## config.mk

```make
export PLATFORM = sky130hd
export DESIGN_NAME = nfc_host
export DESIGN_NICKNAME = d
export VERILOG_FILES = /design/src/nfc_pkg.sv /design/src/nfc_sync.sv /design/src/nfc_cycle.sv /design/src/nfc_host.sv
export SDC_FILE = /design/constraint.sdc
export NUM_CORES = 1
export LEC_CHECK = 0
export ABC_AREA = 1
export BUFFER_PORTS_ARGS = -buffer_cell sky130_fd_sc_hd__buf_4
export CAP_MARGIN = 20
export CELL_PAD_IN_SITES_DETAIL_PLACEMENT = 1
export CELL_PAD_IN_SITES_GLOBAL_PLACEMENT = 1
export CORE_UTILIZATION = 39
export DETAILED_ROUTE_END_ITERATION = 16
export GPL_TIMING_DRIVEN = 0
export PLACE_DENSITY = 0.82
export SYNTH_ARGS = -nofsm -noshare
export SYNTH_HDL_FRONTEND = slang
export SYNTH_SLANG_ARGS = --single-unit
export TNS_END_PERCENT = 30
```

## constraint.sdc

```tcl
create_clock -name clock -period 2.55 [get_ports clock]
set_input_delay 0.3825 -clock clock [delete_from_list [all_inputs] [get_ports clock]]
set_output_delay 0.3825 -clock clock [all_outputs]
set_load 0.02 [all_outputs]
```

## src/nfc_pkg.sv

```systemverilog
// nand host controller package: offsets, commands, timings and types
package nfc_pkg;
	// clock and pin timing
	localparam int CLK_NS = 8;
	localparam int T_PULSE_NS = 16;
	localparam int T_REA_NS = 20;
	localparam int T_WHR_NS = 80;
	localparam int T_WB_NS = 100;
	localparam int PULSE_CYC = (T_PULSE_NS + CLK_NS - 1) / CLK_NS;
	localparam int REA_CYC = (T_REA_NS + CLK_NS - 1) / CLK_NS;
	localparam int WHR_CYC = (T_WHR_NS + CLK_NS - 1) / CLK_NS;
	localparam int WB_CYC = (T_WB_NS + CLK_NS - 1) / CLK_NS;
	localparam int SYNC_LAT = 2;
	localparam int READ_LOW_CYC = REA_CYC + SYNC_LAT;
	// register byte offsets
	localparam logic [7:0] OFF_CTRL = 8'h00;
	localparam logic [7:0] OFF_COL = 8'h04;
	localparam logic [7:0] OFF_ROW = 8'h08;
	localparam logic [7:0] OFF_STAT = 8'h0C;
	localparam logic [7:0] OFF_DATA = 8'h10;
	localparam logic [3:0] BE_FULL = 4'hF;
	// status word bit positions
	localparam int ST_BUSY = 0;
	localparam int ST_RB = 1;
	localparam int ST_ERR = 2;
	localparam int ST_FAIL = 3;
	localparam int ST_CACHE = 4;
	localparam int ST_PROG = 5;
	localparam int ST_DOUT = 6;
	localparam int ST_SMODE = 7;
	localparam int ST_BYTE = 8;
	localparam int DEV_FAIL_BIT = 0;
	// array geometry
	localparam logic [5:0] LAST_PAGE = 6'h3F;
	localparam logic [5:0] PAGE_ONE = 6'h01;
	localparam int BLK_LO = 6;
	localparam int BLK_HI = 16;
	localparam logic [2:0] MAX_PARTIAL = 3'h4;
	// device command bytes
	localparam logic [7:0] CMD_READ1 = 8'h00;
	localparam logic [7:0] CMD_READ2 = 8'h30;
	localparam logic [7:0] CMD_CACHE = 8'h31;
	localparam logic [7:0] CMD_CEND = 8'h3F;
	localparam logic [7:0] CMD_ROUT1 = 8'h05;
	localparam logic [7:0] CMD_ROUT2 = 8'hE0;
	localparam logic [7:0] CMD_PROG1 = 8'h80;
	localparam logic [7:0] CMD_PROG2 = 8'h10;
	localparam logic [7:0] CMD_RIN = 8'h85;
	localparam logic [7:0] CMD_STATUS = 8'h70;

	typedef enum logic [3:0] {
		OP_READ = 4'h1, OP_CSEQ = 4'h2, OP_CRND = 4'h3, OP_CEND = 4'h4,
		OP_ROUT = 4'h5, OP_PROG = 4'h6, OP_CONF = 4'h7, OP_RIN = 4'h8,
		OP_STATUS = 4'h9, OP_RMODE = 4'hA
	} nfc_op_t;
	typedef enum logic [1:0] {
		K_CMD = 2'h0, K_ADDR = 2'h1, K_DIN = 2'h2, K_DOUT = 2'h3
	} nfc_kind_t;
	typedef enum logic [1:0] {
		W_NONE = 2'h0, W_RB = 2'h1, W_WHR = 2'h2, W_STAT = 2'h3
	} nfc_wait_t;
	typedef struct packed {
		logic ce_n;
		logic cle;
		logic ale;
		logic we_n;
		logic re_n;
		logic io_oe;
		logic [7:0] io_out;
	} nfc_pins_t;
	typedef struct packed {
		logic [7:0] cmd1;
		logic [2:0] naddr;
		logic has2;
		logic [7:0] cmd2;
		nfc_wait_t wt;
	} nfc_desc_t;

	localparam nfc_pins_t PINS_IDLE = '{1'b1, 1'b0, 1'b0, 1'b1, 1'b1, 1'b0,
		8'h00};

	// command, address count and wait kind of each operation
	function automatic nfc_desc_t nfc_decode(input nfc_op_t op);
		nfc_desc_t d;
		d = '{CMD_READ1, 3'h0, 1'b0, CMD_READ1, W_NONE};
		case (op)
			OP_READ: d = '{CMD_READ1, 3'h5, 1'b1, CMD_READ2, W_RB};
			OP_CSEQ: d = '{CMD_CACHE, 3'h0, 1'b0, CMD_CACHE, W_RB};
			OP_CRND: d = '{CMD_READ1, 3'h5, 1'b1, CMD_CACHE, W_RB};
			OP_CEND: d = '{CMD_CEND, 3'h0, 1'b0, CMD_CEND, W_RB};
			OP_ROUT: d = '{CMD_ROUT1, 3'h2, 1'b1, CMD_ROUT2, W_WHR};
			OP_PROG: d = '{CMD_PROG1, 3'h5, 1'b0, CMD_PROG1, W_WHR};
			OP_CONF: d = '{CMD_PROG2, 3'h0, 1'b0, CMD_PROG2, W_RB};
			OP_RIN: d = '{CMD_RIN, 3'h2, 1'b0, CMD_RIN, W_WHR};
			OP_STATUS: d = '{CMD_STATUS, 3'h0, 1'b0, CMD_STATUS, W_STAT};
			default: d = '{CMD_READ1, 3'h0, 1'b0, CMD_READ1, W_NONE};
		endcase
		return d;
	endfunction : nfc_decode
endpackage : nfc_pkg

```

## src/nfc_sync.sv

```systemverilog
// two flip-flop synchroniser for pin inputs
`timescale 1ns/1ns

module nfc_sync #(
	parameter int W = 9
) (
	// clock and reset
	input wire logic clock,
	input wire logic rst_n,
	// asynchronous in, synchronous out
	input wire logic [W-1:0] d,
	output logic [W-1:0] q
);

	////////////////////////////////////////////////////////////////////////
	// one chain per bit; the first stage feeds only the second
	for (genvar i = 0; i < W; i++) begin : g_bit
		logic s1_reg;
		logic s2_reg;
		always_ff @(posedge clock) begin
			if (!rst_n) begin
				s1_reg <= 1'b0;
				s2_reg <= 1'b0;
			end else begin
				s1_reg <= d[i];
				s2_reg <= s1_reg;
			end
		end
		assign q[i] = s2_reg;
	end

endmodule : nfc_sync

```

## src/nfc_cycle.sv

```systemverilog
// single bus cycle engine: command, address, data in or data out
`timescale 1ns/1ns

module nfc_cycle import nfc_pkg::*; (
	// clock and reset
	input wire logic clock,
	input wire logic rst_n,
	// request
	input wire logic start,
	input wire nfc_kind_t kind,
	input wire logic [7:0] wbyte,
	input wire logic [7:0] io_sync,
	// answer
	output logic done,
	output logic [7:0] rbyte,
	// pins
	output nfc_pins_t pins
);

	typedef enum logic [1:0] {
		E_IDLE = 2'h0, E_SETUP = 2'h1, E_LOW = 2'h2, E_HIGH = 2'h3
	} nfc_eng_t;

	nfc_eng_t st_reg, st_next;
	nfc_kind_t kind_reg, kind_next;
	nfc_pins_t pins_reg, pins_next;
	logic [3:0] cnt_reg, cnt_next;
	logic [7:0] rbyte_reg, rbyte_next;
	logic done_reg, done_next;
	logic [3:0] low_len;

	////////////////////////////////////////////////////////////////////////
	// read strobe is held longer to cover access time plus sync latency
	assign low_len = (kind_reg == K_DOUT) ? 4'(READ_LOW_CYC) : 4'(PULSE_CYC);

	// next state: setup one cycle, strobe low, then hold with lines kept
	always_comb begin
		st_next = st_reg;
		kind_next = kind_reg;
		pins_next = pins_reg;
		cnt_next = cnt_reg;
		rbyte_next = rbyte_reg;
		done_next = 1'b0;
		case (st_reg)
			E_IDLE: begin
				if (start) begin
					kind_next = kind;
					pins_next.ce_n = 1'b0;
					pins_next.cle = (kind == K_CMD);
					pins_next.ale = (kind == K_ADDR);
					pins_next.io_oe = (kind != K_DOUT);
					pins_next.io_out = wbyte;
					st_next = E_SETUP;
				end
			end
			E_SETUP: begin
				pins_next.we_n = (kind_reg == K_DOUT);
				pins_next.re_n = (kind_reg != K_DOUT);
				cnt_next = 4'h0;
				st_next = E_LOW;
			end
			E_LOW: begin
				cnt_next = cnt_reg + 4'h1;
				if (cnt_reg == low_len - 4'h1) begin
					pins_next.we_n = 1'b1;
					pins_next.re_n = 1'b1;
					if (kind_reg == K_DOUT) begin
						rbyte_next = io_sync;
					end
					cnt_next = 4'h0;
					st_next = E_HIGH;
				end
			end
			E_HIGH: begin
				cnt_next = cnt_reg + 4'h1;
				if (cnt_reg == 4'(PULSE_CYC - 1)) begin
					pins_next = PINS_IDLE;
					done_next = 1'b1;
					st_next = E_IDLE;
				end
			end
			default: st_next = E_IDLE;
		endcase
	end

	// registers
	always_ff @(posedge clock) begin
		if (!rst_n) begin
			st_reg <= E_IDLE;
			kind_reg <= K_CMD;
			pins_reg <= PINS_IDLE;
			cnt_reg <= 4'h0;
			rbyte_reg <= 8'h00;
			done_reg <= 1'b0;
		end else begin
			st_reg <= st_next;
			kind_reg <= kind_next;
			pins_reg <= pins_next;
			cnt_reg <= cnt_next;
			rbyte_reg <= rbyte_next;
			done_reg <= done_next;
		end
	end

	assign pins = pins_reg;
	assign rbyte = rbyte_reg;
	assign done = done_reg;

endmodule : nfc_cycle

```

## src/nfc_host.sv

```systemverilog
// nand host controller: avalon-mm registers and command sequencer
//
// The address map and the Avalon-MM register port were chosen for this implementation.
`timescale 1ns/1ns

// Operation
// cache read start only after a completed plain page read
// device loads next page into data buffer during cache output
// device takes cache commands when ready or during cache read
// after cache start or random, device is busy then ready again
// sequential cache read never steps past the block's last page
// without a new address the next sequential page is fetched
// random cache read: 00h, five address cycles, 31h; row used
// cache end copies data buffer to cache buffer, then fully ready
// after a cached command, output starts at column zero
// random column output: 05h, two column cycles, E0h
// wait a minimum gap after E0h before reading data
// pages in a block are programmed in ascending order
// at most four partial programs of one page between erases
// a partial program may be any consecutive run of bytes
// program: 80h, five address cycles, data, 10h, then busy
// device takes 80h-10h during a cached program too
// random data input may relocate column before confirm
// completion is tracked by the ready/busy pin or status read
// after a program, read status and check the fail bit
// device verify flags only zeros that stayed one
// device programs, verifies and retries after the 10h edge
// page read: 00h, five address cycles, 30h, then busy
// after status polling, 00h alone re-enables data output
// device ignores commands its ready state does not allow
// ready/busy pin low exactly when the ready bit is zero
module nfc_host import nfc_pkg::*; (
	// clock and reset
	input wire logic clock,
	input wire logic rst_n,
	// avalon-mm slave
	input wire logic [7:0] address,
	input wire logic read,
	input wire logic write,
	input wire logic [3:0] byteenable,
	input wire logic [31:0] writedata,
	output logic [31:0] readdata,
	output logic waitrequest,
	// nand pins
	output nfc_pins_t pins,
	input wire logic [7:0] io_in,
	input wire logic rb_n_in
);

	typedef enum logic [3:0] {
		S_IDLE = 4'h0, S_C1 = 4'h1, S_AD = 4'h2, S_C2 = 4'h3,
		S_WB = 4'h4, S_WRB = 4'h5, S_WHR = 4'h6, S_SC = 4'h7,
		S_SR = 4'h8, S_DIO = 4'h9
	} nfc_state_t;

	nfc_state_t state_reg, state_next;
	nfc_op_t op_reg, op_next;
	logic [2:0] idx_reg, idx_next;
	logic [4:0] cnt_reg, cnt_next;
	logic pend_reg, pend_next;
	logic ack_reg, ack_next;
	logic [31:0] rdata_reg, rdata_next;
	logic [15:0] col_reg, col_next;
	logic [23:0] row_reg, row_next;
	logic [23:0] cur_reg, cur_next;
	logic [7:0] stat_reg, stat_next;
	logic err_reg, err_next;
	logic fail_reg, fail_next;
	logic ropen_reg, ropen_next;
	logic cache_reg, cache_next;
	logic popen_reg, popen_next;
	logic dout_reg, dout_next;
	logic smode_reg, smode_next;
	logic pvalid_reg, pvalid_next;
	logic [10:0] pblk_reg, pblk_next;
	logic [5:0] ppage_reg, ppage_next;
	logic [2:0] pcnt_reg, pcnt_next;

	logic rb_s;
	logic [7:0] io_s;
	logic eng_start, eng_done, issuing, acc, sel_data, data_ok, ctrl_wr;
	logic same_blk;
	nfc_kind_t eng_kind;
	logic [7:0] eng_byte, eng_rbyte;
	nfc_desc_t desc;
	nfc_op_t ctrl_op;
	logic [31:0] stat_word;

	// wait that follows the last command or address cycle of an operation
	function automatic nfc_state_t after_cmd(input nfc_wait_t wt);
		case (wt)
			W_RB: return S_WB;
			W_WHR: return S_WHR;
			W_STAT: return S_SR;
			default: return S_IDLE;
		endcase
	endfunction : after_cmd

	////////////////////////////////////////////////////////////////////////
	// pin inputs pass two flops before any use
	nfc_sync #(.W(9)) u_sync (
		.clock(clock),
		.rst_n(rst_n),
		.d({rb_n_in, io_in}),
		.q({rb_s, io_s})
	);

	nfc_cycle u_cycle (
		.clock(clock),
		.rst_n(rst_n),
		.start(eng_start),
		.kind(eng_kind),
		.wbyte(eng_byte),
		.io_sync(io_s),
		.done(eng_done),
		.rbyte(eng_rbyte),
		.pins(pins)
	);

	////////////////////////////////////////////////////////////////////////
	// bus decode; a control write takes effect at its acknowledge edge
	assign acc = read | write;
	assign sel_data = (address == OFF_DATA);
	assign data_ok = write ? popen_reg : (dout_reg | smode_reg);
	assign ctrl_wr = ack_reg & write & (address == OFF_CTRL) &
		(byteenable == BE_FULL);
	assign ctrl_op = nfc_op_t'(writedata[3:0]);
	assign desc = nfc_decode(op_reg);
	assign same_blk = pvalid_reg & (row_reg[BLK_HI:BLK_LO] == pblk_reg);
	assign stat_word = {16'h0000, stat_reg, smode_reg, dout_reg,
		popen_reg, cache_reg, fail_reg, err_reg, rb_s,
		state_reg != S_IDLE};
	assign issuing = (state_reg == S_C1) | (state_reg == S_AD) |
		(state_reg == S_C2) | (state_reg == S_SC) |
		(state_reg == S_SR) | (state_reg == S_DIO);
	// one request per pin cycle; pend blocks a restart until done
	assign eng_start = issuing & ~pend_reg;

	// byte and kind of the pin cycle for the current step
	always_comb begin
		eng_kind = K_CMD;
		eng_byte = desc.cmd1;
		case (state_reg)
			S_AD: begin
				eng_kind = K_ADDR;
				case (idx_reg)
					3'h0: eng_byte = col_reg[7:0];
					3'h1: eng_byte = col_reg[15:8];
					3'h2: eng_byte = row_reg[7:0];
					3'h3: eng_byte = row_reg[15:8];
					default: eng_byte = row_reg[23:16];
				endcase
			end
			S_C2: eng_byte = desc.cmd2;
			S_SC: eng_byte = CMD_STATUS;
			S_SR: begin
				eng_kind = K_DOUT;
				eng_byte = 8'h00;
			end
			S_DIO: begin
				eng_kind = write ? K_DIN : K_DOUT;
				eng_byte = writedata[7:0];
			end
			default: eng_byte = desc.cmd1;
		endcase
	end

	////////////////////////////////////////////////////////////////////////
	// next values of the whole controller
	always_comb begin
		logic ok;
		ok = 1'b1;
		state_next = state_reg;
		op_next = op_reg;
		idx_next = idx_reg;
		cnt_next = cnt_reg;
		pend_next = pend_reg;
		ack_next = 1'b0;
		rdata_next = rdata_reg;
		col_next = col_reg;
		row_next = row_reg;
		cur_next = cur_reg;
		stat_next = stat_reg;
		err_next = err_reg;
		fail_next = fail_reg;
		ropen_next = ropen_reg;
		cache_next = cache_reg;
		popen_next = popen_reg;
		dout_next = dout_reg;
		smode_next = smode_reg;
		pvalid_next = pvalid_reg;
		pblk_next = pblk_reg;
		ppage_next = ppage_reg;
		pcnt_next = pcnt_reg;
		if (eng_start) begin
			pend_next = 1'b1;
		end else if (eng_done) begin
			pend_next = 1'b0;
		end
		// bus answers; data port stalls until its pin cycle ends
		if (acc && !ack_reg) begin
			if (!sel_data) begin
				ack_next = 1'b1;
				case (address)
					OFF_CTRL: rdata_next = {28'h0000000, op_reg};
					OFF_COL: rdata_next = {16'h0000, col_reg};
					OFF_ROW: rdata_next = {8'h00, row_reg};
					OFF_STAT: rdata_next = stat_word;
					default: rdata_next = 32'h00000000;
				endcase
			end else if (state_reg == S_IDLE && !data_ok) begin
				ack_next = 1'b1;
				rdata_next = 32'h00000000;
				err_next = 1'b1;
			end else if (state_reg == S_IDLE) begin
				state_next = S_DIO;
			end else if (state_reg == S_DIO && eng_done) begin
				ack_next = 1'b1;
				rdata_next = {24'h000000, eng_rbyte};
				state_next = S_IDLE;
			end
		end
		if (ack_reg && write && byteenable == BE_FULL) begin
			if (address == OFF_COL) col_next = writedata[15:0];
			if (address == OFF_ROW) row_next = writedata[23:0];
		end
		// operation start with host-side legality checks
		if (ctrl_wr) begin
			if (state_reg != S_IDLE) ok = 1'b0;
			case (ctrl_op)
				// prior read, stay in block
				OP_CSEQ: ok = ok & ropen_reg & (cur_reg[5:0] != LAST_PAGE);
				// random page within the same block
				OP_CRND: ok = ok & ropen_reg &
					(row_reg[BLK_HI:BLK_LO] == cur_reg[BLK_HI:BLK_LO]);
				OP_CEND: ok = ok & ropen_reg;
				OP_ROUT: ok = ok & (dout_reg | cache_reg);
				// ascending pages, partial cap
				OP_PROG: ok = ok & ~(same_blk & (row_reg[5:0] < ppage_reg)) &
					~(same_blk & (row_reg[5:0] == ppage_reg) &
					(pcnt_reg == MAX_PARTIAL));
				// relocation only inside data input
				OP_CONF, OP_RIN: ok = ok & popen_reg;
				OP_READ, OP_STATUS, OP_RMODE: ok = ok;
				default: ok = 1'b0;
			endcase
			err_next = ~ok;
			if (ok) begin
				op_next = ctrl_op;
				idx_next = 3'h0;
				state_next = S_C1;
				case (ctrl_op)
					OP_READ: begin
						ropen_next = 1'b1;
						cache_next = 1'b0;
						popen_next = 1'b0;
						dout_next = 1'b0;
						smode_next = 1'b0;
						cur_next = row_reg;
					end
					// host tracks the next sequential page
					OP_CSEQ: begin
						cache_next = 1'b1;
						dout_next = 1'b0;
						cur_next = {cur_reg[23:6], cur_reg[5:0] + PAGE_ONE};
					end
					OP_CRND: begin
						cache_next = 1'b1;
						dout_next = 1'b0;
						cur_next = row_reg;
					end
					OP_CEND: begin
						cache_next = 1'b0;
						ropen_next = 1'b0;
						dout_next = 1'b0;
					end
					OP_PROG: begin
						popen_next = 1'b1;
						ropen_next = 1'b0;
						dout_next = 1'b0;
						smode_next = 1'b0;
						pvalid_next = 1'b1;
						pblk_next = row_reg[BLK_HI:BLK_LO];
						ppage_next = row_reg[5:0];
						pcnt_next = (same_blk && row_reg[5:0] == ppage_reg) ?
							pcnt_reg + 3'h1 : 3'h1;
					end
					OP_CONF: popen_next = 1'b0;
					OP_STATUS: begin
						smode_next = 1'b1;
						dout_next = 1'b0;
					end
					// plain 00h returns to data output
					OP_RMODE: begin
						smode_next = 1'b0;
						dout_next = 1'b1;
					end
					default: dout_next = dout_reg;
				endcase
			end
		end
		// command sequencing
		case (state_reg)
			S_C1: begin
				if (eng_done) begin
					cnt_next = 5'h00;
					idx_next = 3'h0;
					if (desc.naddr != 3'h0) begin
						state_next = S_AD;
					end else begin
						state_next = after_cmd(desc.wt);
					end
				end
			end
			// address cycles by op
			S_AD: begin
				if (eng_done) begin
					idx_next = idx_reg + 3'h1;
					cnt_next = 5'h00;
					if (idx_reg == desc.naddr - 3'h1) begin
						state_next = desc.has2 ? S_C2 : after_cmd(desc.wt);
					end
				end
			end
			S_C2: begin
				if (eng_done) begin
					cnt_next = 5'h00;
					state_next = after_cmd(desc.wt);
				end
			end
			// ready/busy falls only some time after the last write edge
			S_WB: begin
				cnt_next = cnt_reg + 5'h01;
				if (cnt_reg == 5'(WB_CYC - 1)) state_next = S_WRB;
			end
			// wait for ready pin
			S_WRB: begin
				if (rb_s) begin
					if (op_reg == OP_CONF) begin
						state_next = S_SC;
					end else begin
						// output enabled; the device starts it at column zero after cache commands
						dout_next = 1'b1;
						state_next = S_IDLE;
					end
				end
			end
			// gap before data after the last cycle
			S_WHR: begin
				cnt_next = cnt_reg + 5'h01;
				if (cnt_reg == 5'(WHR_CYC - 1)) state_next = S_IDLE;
			end
			// status read closes every program
			S_SC: begin
				if (eng_done) state_next = S_SR;
			end
			S_SR: begin
				if (eng_done) begin
					stat_next = eng_rbyte;
					smode_next = 1'b1;
					if (op_reg == OP_CONF) begin
						fail_next = eng_rbyte[DEV_FAIL_BIT];
					end
					state_next = S_IDLE;
				end
			end
			default: cnt_next = cnt_reg;
		endcase
	end

	// registers
	always_ff @(posedge clock) begin
		if (!rst_n) begin
			state_reg <= S_IDLE;
			op_reg <= OP_READ;
			idx_reg <= 3'h0;
			cnt_reg <= 5'h00;
			pend_reg <= 1'b0;
			ack_reg <= 1'b0;
			rdata_reg <= 32'h00000000;
			col_reg <= 16'h0000;
			row_reg <= 24'h000000;
			cur_reg <= 24'h000000;
			stat_reg <= 8'h00;
			err_reg <= 1'b0;
			fail_reg <= 1'b0;
			ropen_reg <= 1'b0;
			cache_reg <= 1'b0;
			popen_reg <= 1'b0;
			dout_reg <= 1'b0;
			smode_reg <= 1'b0;
			pvalid_reg <= 1'b0;
			pblk_reg <= 11'h000;
			ppage_reg <= 6'h00;
			pcnt_reg <= 3'h0;
		end else begin
			state_reg <= state_next;
			op_reg <= op_next;
			idx_reg <= idx_next;
			cnt_reg <= cnt_next;
			pend_reg <= pend_next;
			ack_reg <= ack_next;
			rdata_reg <= rdata_next;
			col_reg <= col_next;
			row_reg <= row_next;
			cur_reg <= cur_next;
			stat_reg <= stat_next;
			err_reg <= err_next;
			fail_reg <= fail_next;
			ropen_reg <= ropen_next;
			cache_reg <= cache_next;
			popen_reg <= popen_next;
			dout_reg <= dout_next;
			smode_reg <= smode_next;
			pvalid_reg <= pvalid_next;
			pblk_reg <= pblk_next;
			ppage_reg <= ppage_next;
			pcnt_reg <= pcnt_next;
		end
	end

	assign readdata = rdata_reg;
	assign waitrequest = ~ack_reg;
endmodule : nfc_host

```

==> metrics, run 1 <==
status=finished, violations left; failing checks=negative setup slack; port bufs=86; Gate Count Post-Synth=1394; Diodes inserted=0; Max FO, Critical Path=6; Total Power=7.81 mW; pwr/cell area=617 mW/mm²; htree depth=1; crit path kind=flip-flop to flip-flop; GR peak layer=met2; Sink Count=201; final hold vios=0; fin crit period=2.70 ns; final setup fails=17; dpl ws=-0.608 ns; Non-Filler Instances=1897; CTS Buf Count=25; final worst slack=-0.154 ns; Cell variety after synth=55; RSZ-0062 raised after global routing=yes; die width=163 µm; routed len/inst=20.0 µm; GR Util met1=35.5%; WL final=37900 µm; First-pass DRT Iterations=5; core area=0.0253 mm²; Max Fclk=0.370 GHz; DR vias=10400; placed cell count=1817; Post-Syn Area=0.0101 mm²; worst slew pin tran=1.09 ns; Clock transition at path regs=0.06 ns; Std-Cell Rows=58; Die ar.=0.0265 mm²; Post-synth EDFFs=0; Placer Congestion=0.932; CP Launch Point=ppage_reg[3]; Final Max Tran Viols=0; worst rel slew slack=27.1%; post-DP HPWL=27600 µm; remaining antenna violation count=0; Hold Crit Start=io_in[3]; async set-reset flop share out of synthesis=0%; crit end category=flip-flop; synth warn=0; share of layout cells above drive strength 1=21.4%; largest net degree at the start of global routing=13; Clock Latency Late Sink=0.52 ns; all-layer global routing usage=28.1%; period utilization=106%; first-pass GRT wire length=57700 µm; CTS tree=yes; Worst EP required=2.94 ns; syn avg cell area=7.24 µm²; CP startpoint kind=flip-flop; Iter 0 DRT Violations=817; via/cell ratio=5.51; Residual DRC=0; vias in the first global route=10400; Syn-to-layout area delta=25.5%; Clock Skews=0.0135 ns; I/O pin total=104; Synth Flop Type=dfxtp_1; Seq/Total Area, Yosys=39.9%; initial antenna violation count=0; GR met3 Demand/Resource=4.58%; clock buffer depth=3; Layout Nets=1636; GRT Residual Overflow=0; Clock Tree Root=clkbuf_16; Post-CTS Hold Buffers=0; Initial Util=40.0%; FF+latch count, synth=201; Worst Hold Class=input pin to flip-flop; met2 Usage GRT=46.7%; VDD IR max=0.537 mV; Die Span Y=163 µm; P_leak=5.44 nW; maxcap violations=0; Worst EP arrival=3.10 ns; Worst R2R Start=ppage_reg[3]
Yosys cell counts (11+ instances only):
library cell | count | share of area [%]
clkbuf_1 | 28 | 1.0
nand2_1 | 301 | 11
ha_1 | 30 | 3.7
nand4_1 | 23 | 1.4
a31oi_1 | 11 | 0.68
nand3_1 | 65 | 3.2
nor2_1 | 121 | 4.5
o31ai_1 | 15 | 1.1
inv_2 | 20 | 0.74
dfxtp_1 | 201 | 40
buf_2 | 11 | 0.55
a211oi_1 | 17 | 1.3
a21oi_1 | 106 | 5.3
o21ai_0 | 116 | 5.8
inv_1 | 178 | 6.6
layer usage:
| layer | routed length [µm] | share of wire, % | up-vias |
|---|---|---|---|
| met4 | 1700 | 4.5 | 0 |
| met2 | 17800 | 47 | 396 |
| met1 | 15800 | 42 | 5074 |
| met5 | 0 | 0 | - |
| li1 | - | - | 4873 |
| met3 | 2580 | 6.8 | 106 |
stage by stage:
step / hold WS, ns / area [µm²] / setup TNS, ns / utilization, %
finish: 0.0464 / 12700 / -1.55 / 50.1
global route: 0.0593 / 12700 / -3.74 / 50.1
CTS: 0.0367 / 12400 / -0.00755 / 49.0
detailed placement: 0.403 / 11200 / -11.42 / 44.2
global placement: 0.395 / 11200 / -6.58 / 44.2
floorplan: 0.390 / 10100 / 0 / -
logic make-up (layout without fill, tap and decap cells):
logic type / Yosys count / count (layout) / synth area share (%)
xor+xnor: 16 / 16 / 1.39
fa+ha+maj: 30 / 30 / 3.72
other cells: 1 / 8 / 0.0372
flops: 201 / 201 / 39.9
buf+inv: 257 / 423 / 10.5
simple gates: 575 / 575 / 26.6
compound gates: 314 / 314 / 17.9
worst max-delay path: stages, from the launching register on:
cell	delay (ns)
dfxtp_2	0.33
inv_2	0.04
ha_4	0.27
nand2_4	0.05
nor2_4	0.12
nand4_1	0.13
nand2_1	0.13
nand3_2	0.12
a21oi_2	0.20
nand2_4	0.13
nand2_8	0.11
nor2_8	0.05
nand2_4	0.08
nand3_4	0.12
buf_4	0.21
ha_1	0.24
nand3_4	0.14
nand3_1	0.10
worst paths after layout:
check / endpoint / slack (ns) / cells past startpoint
setup / recovery: desc[7] / -0.15 / 17
hold reg to reg: u_sync.g_bit[2].s2_reg / 0.41 / 2
hold / removal: u_sync.g_bit[3].s1_reg / 0.05 / 3
setup reg to reg: desc[7] / -0.15 / 17
area by class of cell:
class	instances	area (µm²)
Sequential cell	201	4080
Fill cell	3220	12600
Inverter	201	766
Timing Repair Buffer	122	927
Clock inverter	12	174
Multi-Input combinational cell	943	5320
Buffer	55	297
Tap cell	330	413
Clock buffer	33	686
report_power, final:
part / total, mW / switching (mW) / internal (mW)
Sequential: 3.25 / 0.0486 / 3.20
Clock: 3.74 / 1.44 / 2.30
Combinational: 0.823 / 0.562 / 0.261
timing repair:
action                     CTS  global route
setup endpoints to repair   19            61
buffers inserted            18            18
pin swaps                   18            13
resized for setup           75            36
cells in the final DEF, fill, tap and decap left out, drive strengths merged, types with 3 or more instances in the layout:
cell      instances
nand2           317
o221ai           10
a31oi            11
clkinvlp          4
clkinv            6
o2111ai           5
o211ai            9
ha               30
nand4            24
a221oi            3
conb              8
dfxtp           201
nand3            75
o22ai             8
xor2              9
clkbuf           62
bufinv            4
nor4              3
inv             199
a211oi           17
o21ai           118
buf             148
o31ai            15
nor2            138
xnor2             7
or2               3
a21oi           109
nor3             12
(Power assumes the default switching activity.)
==> run 2, diff against run 1 <==
--- a/config.mk
+++ b/config.mk
@@ -13,8 +13,9 @@
 export CORE_UTILIZATION = 39
 export DETAILED_ROUTE_END_ITERATION = 16
 export GPL_TIMING_DRIVEN = 0
-export PLACE_DENSITY = 0.82
+export PLACE_DENSITY = 0.83
 export SYNTH_ARGS = -nofsm -noshare
 export SYNTH_HDL_FRONTEND = slang
+export SYNTH_HIERARCHICAL = 1
 export SYNTH_SLANG_ARGS = --single-unit
 export TNS_END_PERCENT = 30
==> metrics, run 2 <==
status=finished, violations left; failing checks=negative setup slack; crit path kind=flip-flop to flip-flop; metal2 WL=18300 µm (+3.0%); Residual DRC=0 (unchanged); first-pass GRT wire length=56600 µm (-1.9%); CTS tree=yes; htree depth=1 (unchanged); final worst slack=-0.360 ns (-0.206 ns); metal3 WL=2040 µm (-21%); VDD IR max=0.507 mV (-5.6%); Synth area leader=dfxtp_1; Max FO, Critical Path=4 (-2); period utilization=114% (+8.1 points); most common cell after layout, fill and taps aside=nand2_1; Worst EP required=2.96 ns (+0.02 ns); Cell variety after synth=50 (-9.1%); Gate Count Post-Synth=1405 (+0.79%); via/cell ratio=5.50 (about the same); Placer Congestion=0.971 (+4.2%); filler instances=3212 (-0.25%); largest net degree at the start of global routing=14 (+1); Post-CTS Hold Buffers=0 (unchanged); Worst EP arrival=3.32 ns (+0.22 ns); all-layer global routing usage=27.6% (-0.55 points); dpl cell area=0.0111 mm² (-0.29%); routed len/inst=19.8 µm (-0.60%); RSZ-0062 raised after global routing=yes; post-route cell area=0.0126 mm² (-0.40%); Worst R2R Path Depth=22 (+5); Reg2Reg Setup Slack=-0.36 ns (-0.21 ns); most frequent cells in the layout=nand2_1 (271), dfxtp_1 (186), inv_1 (174); P_leak=5.46 nW (+0.44%); Post-synth EDFFs=0 (unchanged); Iter 0 DRT Violations=852 (+4.3%); maxcap violations=0 (unchanged); die width=163 µm (-0.20%); DRT met1 WL=16000 µm (+0.97%); Clock Tree Root=clkbuf_16; Clock Skews=0.0280 ns (+0.0144 ns); Max Fclk=0.344 GHz (-7.1%); Worst Hold Class=input pin to flip-flop; final hold vios=0 (unchanged); First-pass DRT Iterations=5 (unchanged); port bufs=87 (+1.2%); Worst R2R Start=ppage_reg[1]; worst rel slew slack=33.8% (+6.7 points); Diodes inserted=0 (unchanged); Sink Count=201 (unchanged); remaining antenna violation count=0 (unchanged); Syn-to-layout area delta=25.5% (about the same); cell with the most instances after synthesis=nand2_1; DR vias=10500 (+0.52%); top layer in use=met4; initial antenna violation count=1 (+1); Clock transition at path regs=0.06 ns (about the same); post-DP HPWL=27200 µm (-1.2%); post-synth top area share=40.0% (+0.16 points); Layout Nets=1652 (+0.98%); syn avg cell area=7.15 µm² (-1.2%); clock buffer depth=3 (unchanged); Clock Latency Late Sink=0.53 ns (about the same); Post-Syn Area=0.0100 mm² (-0.40%); Setup TNS=-2.50 ns (-0.946 ns); Die Span Y=163 µm (-0.20%); top post-synthesis cells by area=dfxtp_1 (40%), nand2_1 (11%), inv_1 (6.9%); WL final=37900 µm (about the same); pwr/cell area=580 mW/mm² (-6.0%); vias in the first global route=10500 (+0.15%); share of layout cells above drive strength 1=20.2% (-1.2 points); Initial Util=39.8% (-0.16 points); synth warn=6 (+6); final core utilization=49.9% (-0.20 points); fin crit period=2.91 ns (+0.206 ns); I/O pin total=104 (unchanged); FF+latch count, synth=201 (unchanged); core area=0.0253 mm² (unchanged); Final Max Tran Viols=0 (unchanged); CTS Buf Count=23 (-8.0%); async set-reset flop share out of synthesis=0% (unchanged); Hold Crit Start=io_in[7]; final setup fails=19 (+2); Std-Cell Rows=58 (unchanged); hold depth=3 (unchanged); top cells by count, synth=nand2_1 (286), dfxtp_1 (201), inv_1 (186); hold path endpoint=u_sync/g_bit[7].s1_reg; CP startpoint kind=flip-flop; Die ar.=0.0264 mm² (-0.39%); Total Power=7.32 mW (-6.3%); GRT Residual Overflow=0 (unchanged); Worst R2R End=desc[2]; Seq/Total Area, Yosys=40.0% (+0.16 points); crit end category=flip-flop; Synth Flop Type=dfxtp_1; worst slew pin tran=0.993 ns (-0.0941 ns); WHS=0.0363 ns (-0.0101 ns)
run 2: cell count changes in the layout (fill, tap and decap cells not counted), sizes merged, moves of 6 or more:
cell,delta
nand3,+9
a2111oi,+8
nor2,+22
o31ai,-8
nand2,-17
nor3,+8
a21oi,-6
o21ai,-10
buf,+12
run 2: worst max-delay path by stage:
stage                  from        to  depth (start not counted)
2_1_floorplan    row_reg[5]  desc[18]                         20
6_report       ppage_reg[1]   desc[2]                         22
3_3_place_gp   writedata[3]  desc[18]                         17
5_1_grt        ppage_reg[1]   desc[2]                         22
4_1_cts        ppage_reg[4]  desc[18]                         20
3_5_place_dp     row_reg[0]  desc[18]                         20
run 2: critical path, cell delays in order, from the launching register on:
cell,delay [ns]
dfxtp_2,0.33
inv_1,0.04
ha_1,0.29
inv_1,0.05
o21bai_1,0.21
nand2_1,0.12
nand3_2,0.09
nand2_2,0.08
nand3_4,0.11
a21oi_4,0.08
nand2_4,0.14
nand2_4,0.07
nor2_4,0.11
nand2_4,0.08
nand3_4,0.11
inv_4,0.06
buf_6,0.13
ha_4,0.16
buf_4,0.14
inv_2,0.04
nand4_1,0.12
nand3_1,0.17
nand2_2,0.06
run 2: what timing repair did:
item | CTS | global route
gates resized for setup | 60 | 56
gates cloned | 0 | 3
buffers inserted | 27 | 11
pin swaps | 24 | 23
setup endpoints to repair | 70 | 87
run 2: cell families after synthesis:
family | synth area share, %
simple gates | 25.6
compound gates | 17.3
buf+inv | 11.3
flops | 40.0
fa+ha+maj | 3.86
xor+xnor | 1.83
other cells | 0.0373
run 2: layout make-up:
cell class | instances | area, µm² | share of cell area (%)
clock inverter | 8 | 100 | 0.794
clock buffer | 31 | 646 | 5.12
sequential | 201 | 4060 | 32.2
inverter | 200 | 756 | 5.99
buffer | 64 | 395 | 3.14
tap | 330 | 413 | 3.27
timing repair buffer | 125 | 951 | 7.54
multi-input combinational | 949 | 5290 | 42.0
run 2: per-layer routing:
metal | GRT usage (%) | vias up
met1 | 34.5 | 5140
met5 | 0 | -
met4 | 9.52 | 0
met2 | 48.2 | 358
met3 | 3.82 | 98
li1 | - | 4907
run 2: where the power goes:
group | internal (mW) | switching (mW) | total, mW | leakage (nW)
registers | 3.19 | 0.0503 | 3.24 | 1.63
logic | 0.259 | 0.492 | 0.751 | 3.46
clock network | 1.97 | 1.35 | 3.32 | 0.366
total | 5.43 | 1.89 | 7.32 | 5.46
run 2: per-stage QoR:
step / cells / worst slack (ns)
after detailed placement: 1829 / -0.866
after global routing: 1908 / -0.507
final: 1908 / -0.360
after CTS: 1895 / -0.113
after floorplan: 1412 / 0.0594
after global placement: 1829 / -0.760
==> run 3, diff against run 2 <==
--- a/config.mk
+++ b/config.mk
@@ -5,15 +5,15 @@
 export SDC_FILE = /design/constraint.sdc
 export NUM_CORES = 1
 export LEC_CHECK = 0
-export ABC_AREA = 1
+export ABC_AREA = 0
 export BUFFER_PORTS_ARGS = -buffer_cell sky130_fd_sc_hd__buf_4
 export CAP_MARGIN = 20
 export CELL_PAD_IN_SITES_DETAIL_PLACEMENT = 1
 export CELL_PAD_IN_SITES_GLOBAL_PLACEMENT = 1
-export CORE_UTILIZATION = 39
+export CORE_UTILIZATION = 49
 export DETAILED_ROUTE_END_ITERATION = 16
 export GPL_TIMING_DRIVEN = 0
-export PLACE_DENSITY = 0.83
+export PLACE_DENSITY = 0.92
 export SYNTH_ARGS = -nofsm -noshare
 export SYNTH_HDL_FRONTEND = slang
 export SYNTH_HIERARCHICAL = 1
==> constraint.sdc (replaced) <==
create_clock -name clock -period 3.6 [get_ports clock]
set_input_delay 0.54 -clock clock [delete_from_list [all_inputs] [get_ports clock]]
set_output_delay 0.54 -clock clock [all_outputs]
set_load 0.02 [all_outputs]
==> metrics, run 3 <==
Initial Util=49.9% (+10 points); Worst EP required=4.01 ns (+1.05 ns); final setup fails=0 (-19); Sink Count=201 (unchanged); Placer Congestion=0.966 (-0.53%); core area=0.0202 mm² (-20%); VDD IR max=0.422 mV (-17%); dpl cell area=0.0111 mm² (-0.62%); fin crit period=3.46 ns (+0.547 ns); worst rel slew slack=25.1% (-8.7 points); Max FO, Critical Path=7 (+3); vias in the first global route=10300 (-1.3%); I/O pin total=104 (unchanged); critical path's slowest cell=dfxtp_1; top post-synthesis cells by area=dfxtp_1 (40%), mux2i_1 (8.1%), nor2_1 (5.7%); all-layer global routing usage=36.0% (+8.4 points); maxcap violations=0 (unchanged); clock buffer depth=3 (unchanged); met2 Usage GRT=60.0% (+12 points); Diodes inserted=0 (unchanged); CP dominant cell by count=ha_1; Post-synth EDFFs=0 (unchanged); first-pass GRT wire length=59400 µm (+5.0%); largest net degree at the start of global routing=16 (+2); Die Span Y=146 µm (-10%); die width=146 µm (-10%); Die ar.=0.0212 mm² (-20%); most common cell after layout, fill and taps aside=dfxtp_1; Iter 0 DRT Violations=1132 (+33%); WL final=38600 µm (+1.9%); placed cell count=1506 (-18%); async set-reset flop share out of synthesis=0% (unchanged); Gate Count Post-Synth=1147 (-18%); syn avg cell area=8.80 µm² (+23%); crit path kind=flip-flop to flip-flop; Synth area leader=dfxtp_1; synth warn=6 (unchanged); RSZ-0062 raised after global routing=no; initial antenna violation count=0 (-1); CP Buf/Inv Count=1 (-5); Seq/Total Area, Yosys=39.9% (-0.17 points); pwr/cell area=483 mW/mm² (-17%); Clock Latency Late Sink=0.54 ns (about the same); Non-Filler Instances=1542 (-19%); cell with the most instances after synthesis=dfxtp_1; critical path, cell by cell=ha_1, nand4_1, o21bai_1, a311o_1, and4_1, buf_2, nor2_4, mux2_2, ha_1, nand2_1, o22ai_1, a221o_1; CP startpoint kind=flip-flop; post-route cell area=0.0119 mm² (-5.4%); Final Max Tran Viols=0 (unchanged); GR Util met1=42.8% (+8.3 points); Post-Syn Area=0.0101 mm² (+0.44%); Layout Nets=1343 (-19%); period utilization=96.0% (-18 points); final hold vios=0 (unchanged); post-synth top area share=39.9% (-0.17 points); Post-CTS Setup Repair Bufs=0 (-100%); delay-heaviest family, CP=compound AO/OA/AOI/OAI gates; filler instances=2327 (-28%); Max Fclk=0.289 GHz (-16%); routed len/inst=25.0 µm (+26%); P_leak=4.93 nW (-9.8%); htree depth=1 (unchanged); CTS Buf Count=23 (unchanged); Clock Tree Root=clkbuf_16; Total Power=5.76 mW (-21%); Std-Cell Rows=52 (-10%); port bufs=82 (-5.7%); Setup TNS=0 ns (+2.50 ns); most frequent cells in the layout=dfxtp_1 (198), nor2_1 (154), buf_4 (101); crit end category=flip-flop; GRT Residual Overflow=0 (unchanged); Cell variety after synth=88 (+76%); CP peak stage delay=0.60 ns (+0.27 ns); top cells by count, synth=dfxtp_1 (201), nor2_1 (154), nand2_1 (88); Worst Hold Class=input pin to flip-flop; via/cell ratio=6.40 (+16%); GR met3 Demand/Resource=7.74% (+3.9 points); worst slew pin tran=1.11 ns (+0.121 ns); Syn-to-layout area delta=18.2%; post-DP HPWL=24900 µm (-8.5%); First-pass DRT Iterations=7 (+2); Synth Flop Type=dfxtp_1; share of layout cells above drive strength 1=18.0% (-2.1 points); remaining antenna violation count=0 (unchanged); Clock transition at path regs=0.06 ns (about the same); Clock Skews=0.0215 ns (-0.00649 ns); Worst EP arrival=3.87 ns (+0.55 ns); GR peak layer=met2; Residual DRC=0 (unchanged); status=completed; CTS tree=yes; DR vias=9863 (-6.1%); WHS=0.212 ns (+0.176 ns); FF+latch count, synth=201 (unchanged)
==> run 3: changes by cell type after synthesis, sizes merged, moves of 11 or more <==
cell,before,now
o21ai,108,37
a22o,0,17
nand3,83,42
nand2,300,90
inv,198,38
mux2,0,12
clkbuf,29,58
mux2i,0,83
and2,0,23
nor2b,0,11
a21oi,103,59
==> run 3: power breakdown <==
part / switching [mW] / internal, mW
clock network: 1.06 / 1.65
logic: 0.460 / 0.269
registers: 0.0470 / 2.28
==> run 3: final cells by class <==
type	count	area (µm²)	share of cell area (%)
multi-input combinational	814	5460	45.8
sequential	201	4030	33.8
timing repair buffer	82	616	5.16
clock buffer	26	597	5.00
buffer	93	475	3.99
tap	270	338	2.83
clock inverter	16	265	2.22
inverter	40	150	1.26
==> run 3: repair_timing <==
action | 4_1_cts | 5_1_grt
hold buffers | 0 | 0
pin swaps | 0 | 0
endpoints found under the setup margin | 6 | 8
gates cloned | 0 | 0
gates resized for setup | 0 | 9
==> run 3: final timing paths <==
kind	to	slack, ns	cells past startpoint	start
worst max register to register	desc[19]	0.14	12	row_reg[2]
worst max-delay path	desc[19]	0.14	12	row_reg[2]
worst min register to register	u_sync/g_bit[2].s2_reg	0.45	1	u_sync/g_bit[2].s1_reg
worst min-delay path	u_sync/g_bit[2].s1_reg	0.21	2	io_in[2]
==> run 3: cells by family after synthesis <==
kind of cell | count (synthesis) | share of synthesized area, %
other | 1 | 0.0372
XOR/XNOR | 33 | 2.86
flip-flops | 201 | 39.9
adder cells (fa/ha/maj) | 31 | 3.84
multiplexers | 99 | 10.5
buffers and inverters | 139 | 6.40
AO/OA/AOI/OAI | 230 | 16.2
AND/OR/NAND/NOR | 413 | 20.3
==> run 3: layer usage <==
| layer | up-vias | part of all wire, % | wire length, µm |
|---|---|---|---|
| li1 | 4264 | - | - |
| met5 | - | 0 | 0 |
| met4 | 0 | 6.2 | 2410 |
| met1 | 4800 | 38 | 14700 |
| met2 | 578 | 47 | 18100 |
| met3 | 221 | 8.8 | 3380 |
==> run 3: through the flow <==
step,worst slack (ns),util [%]
2_1_floorplan,0.511,-
3_3_place_gp,-0.0170,54.7
3_5_place_dp,-0.0365,54.7
4_1_cts,0.0460,58.9
5_1_grt,0.0193,58.9
6_report,0.143,58.9
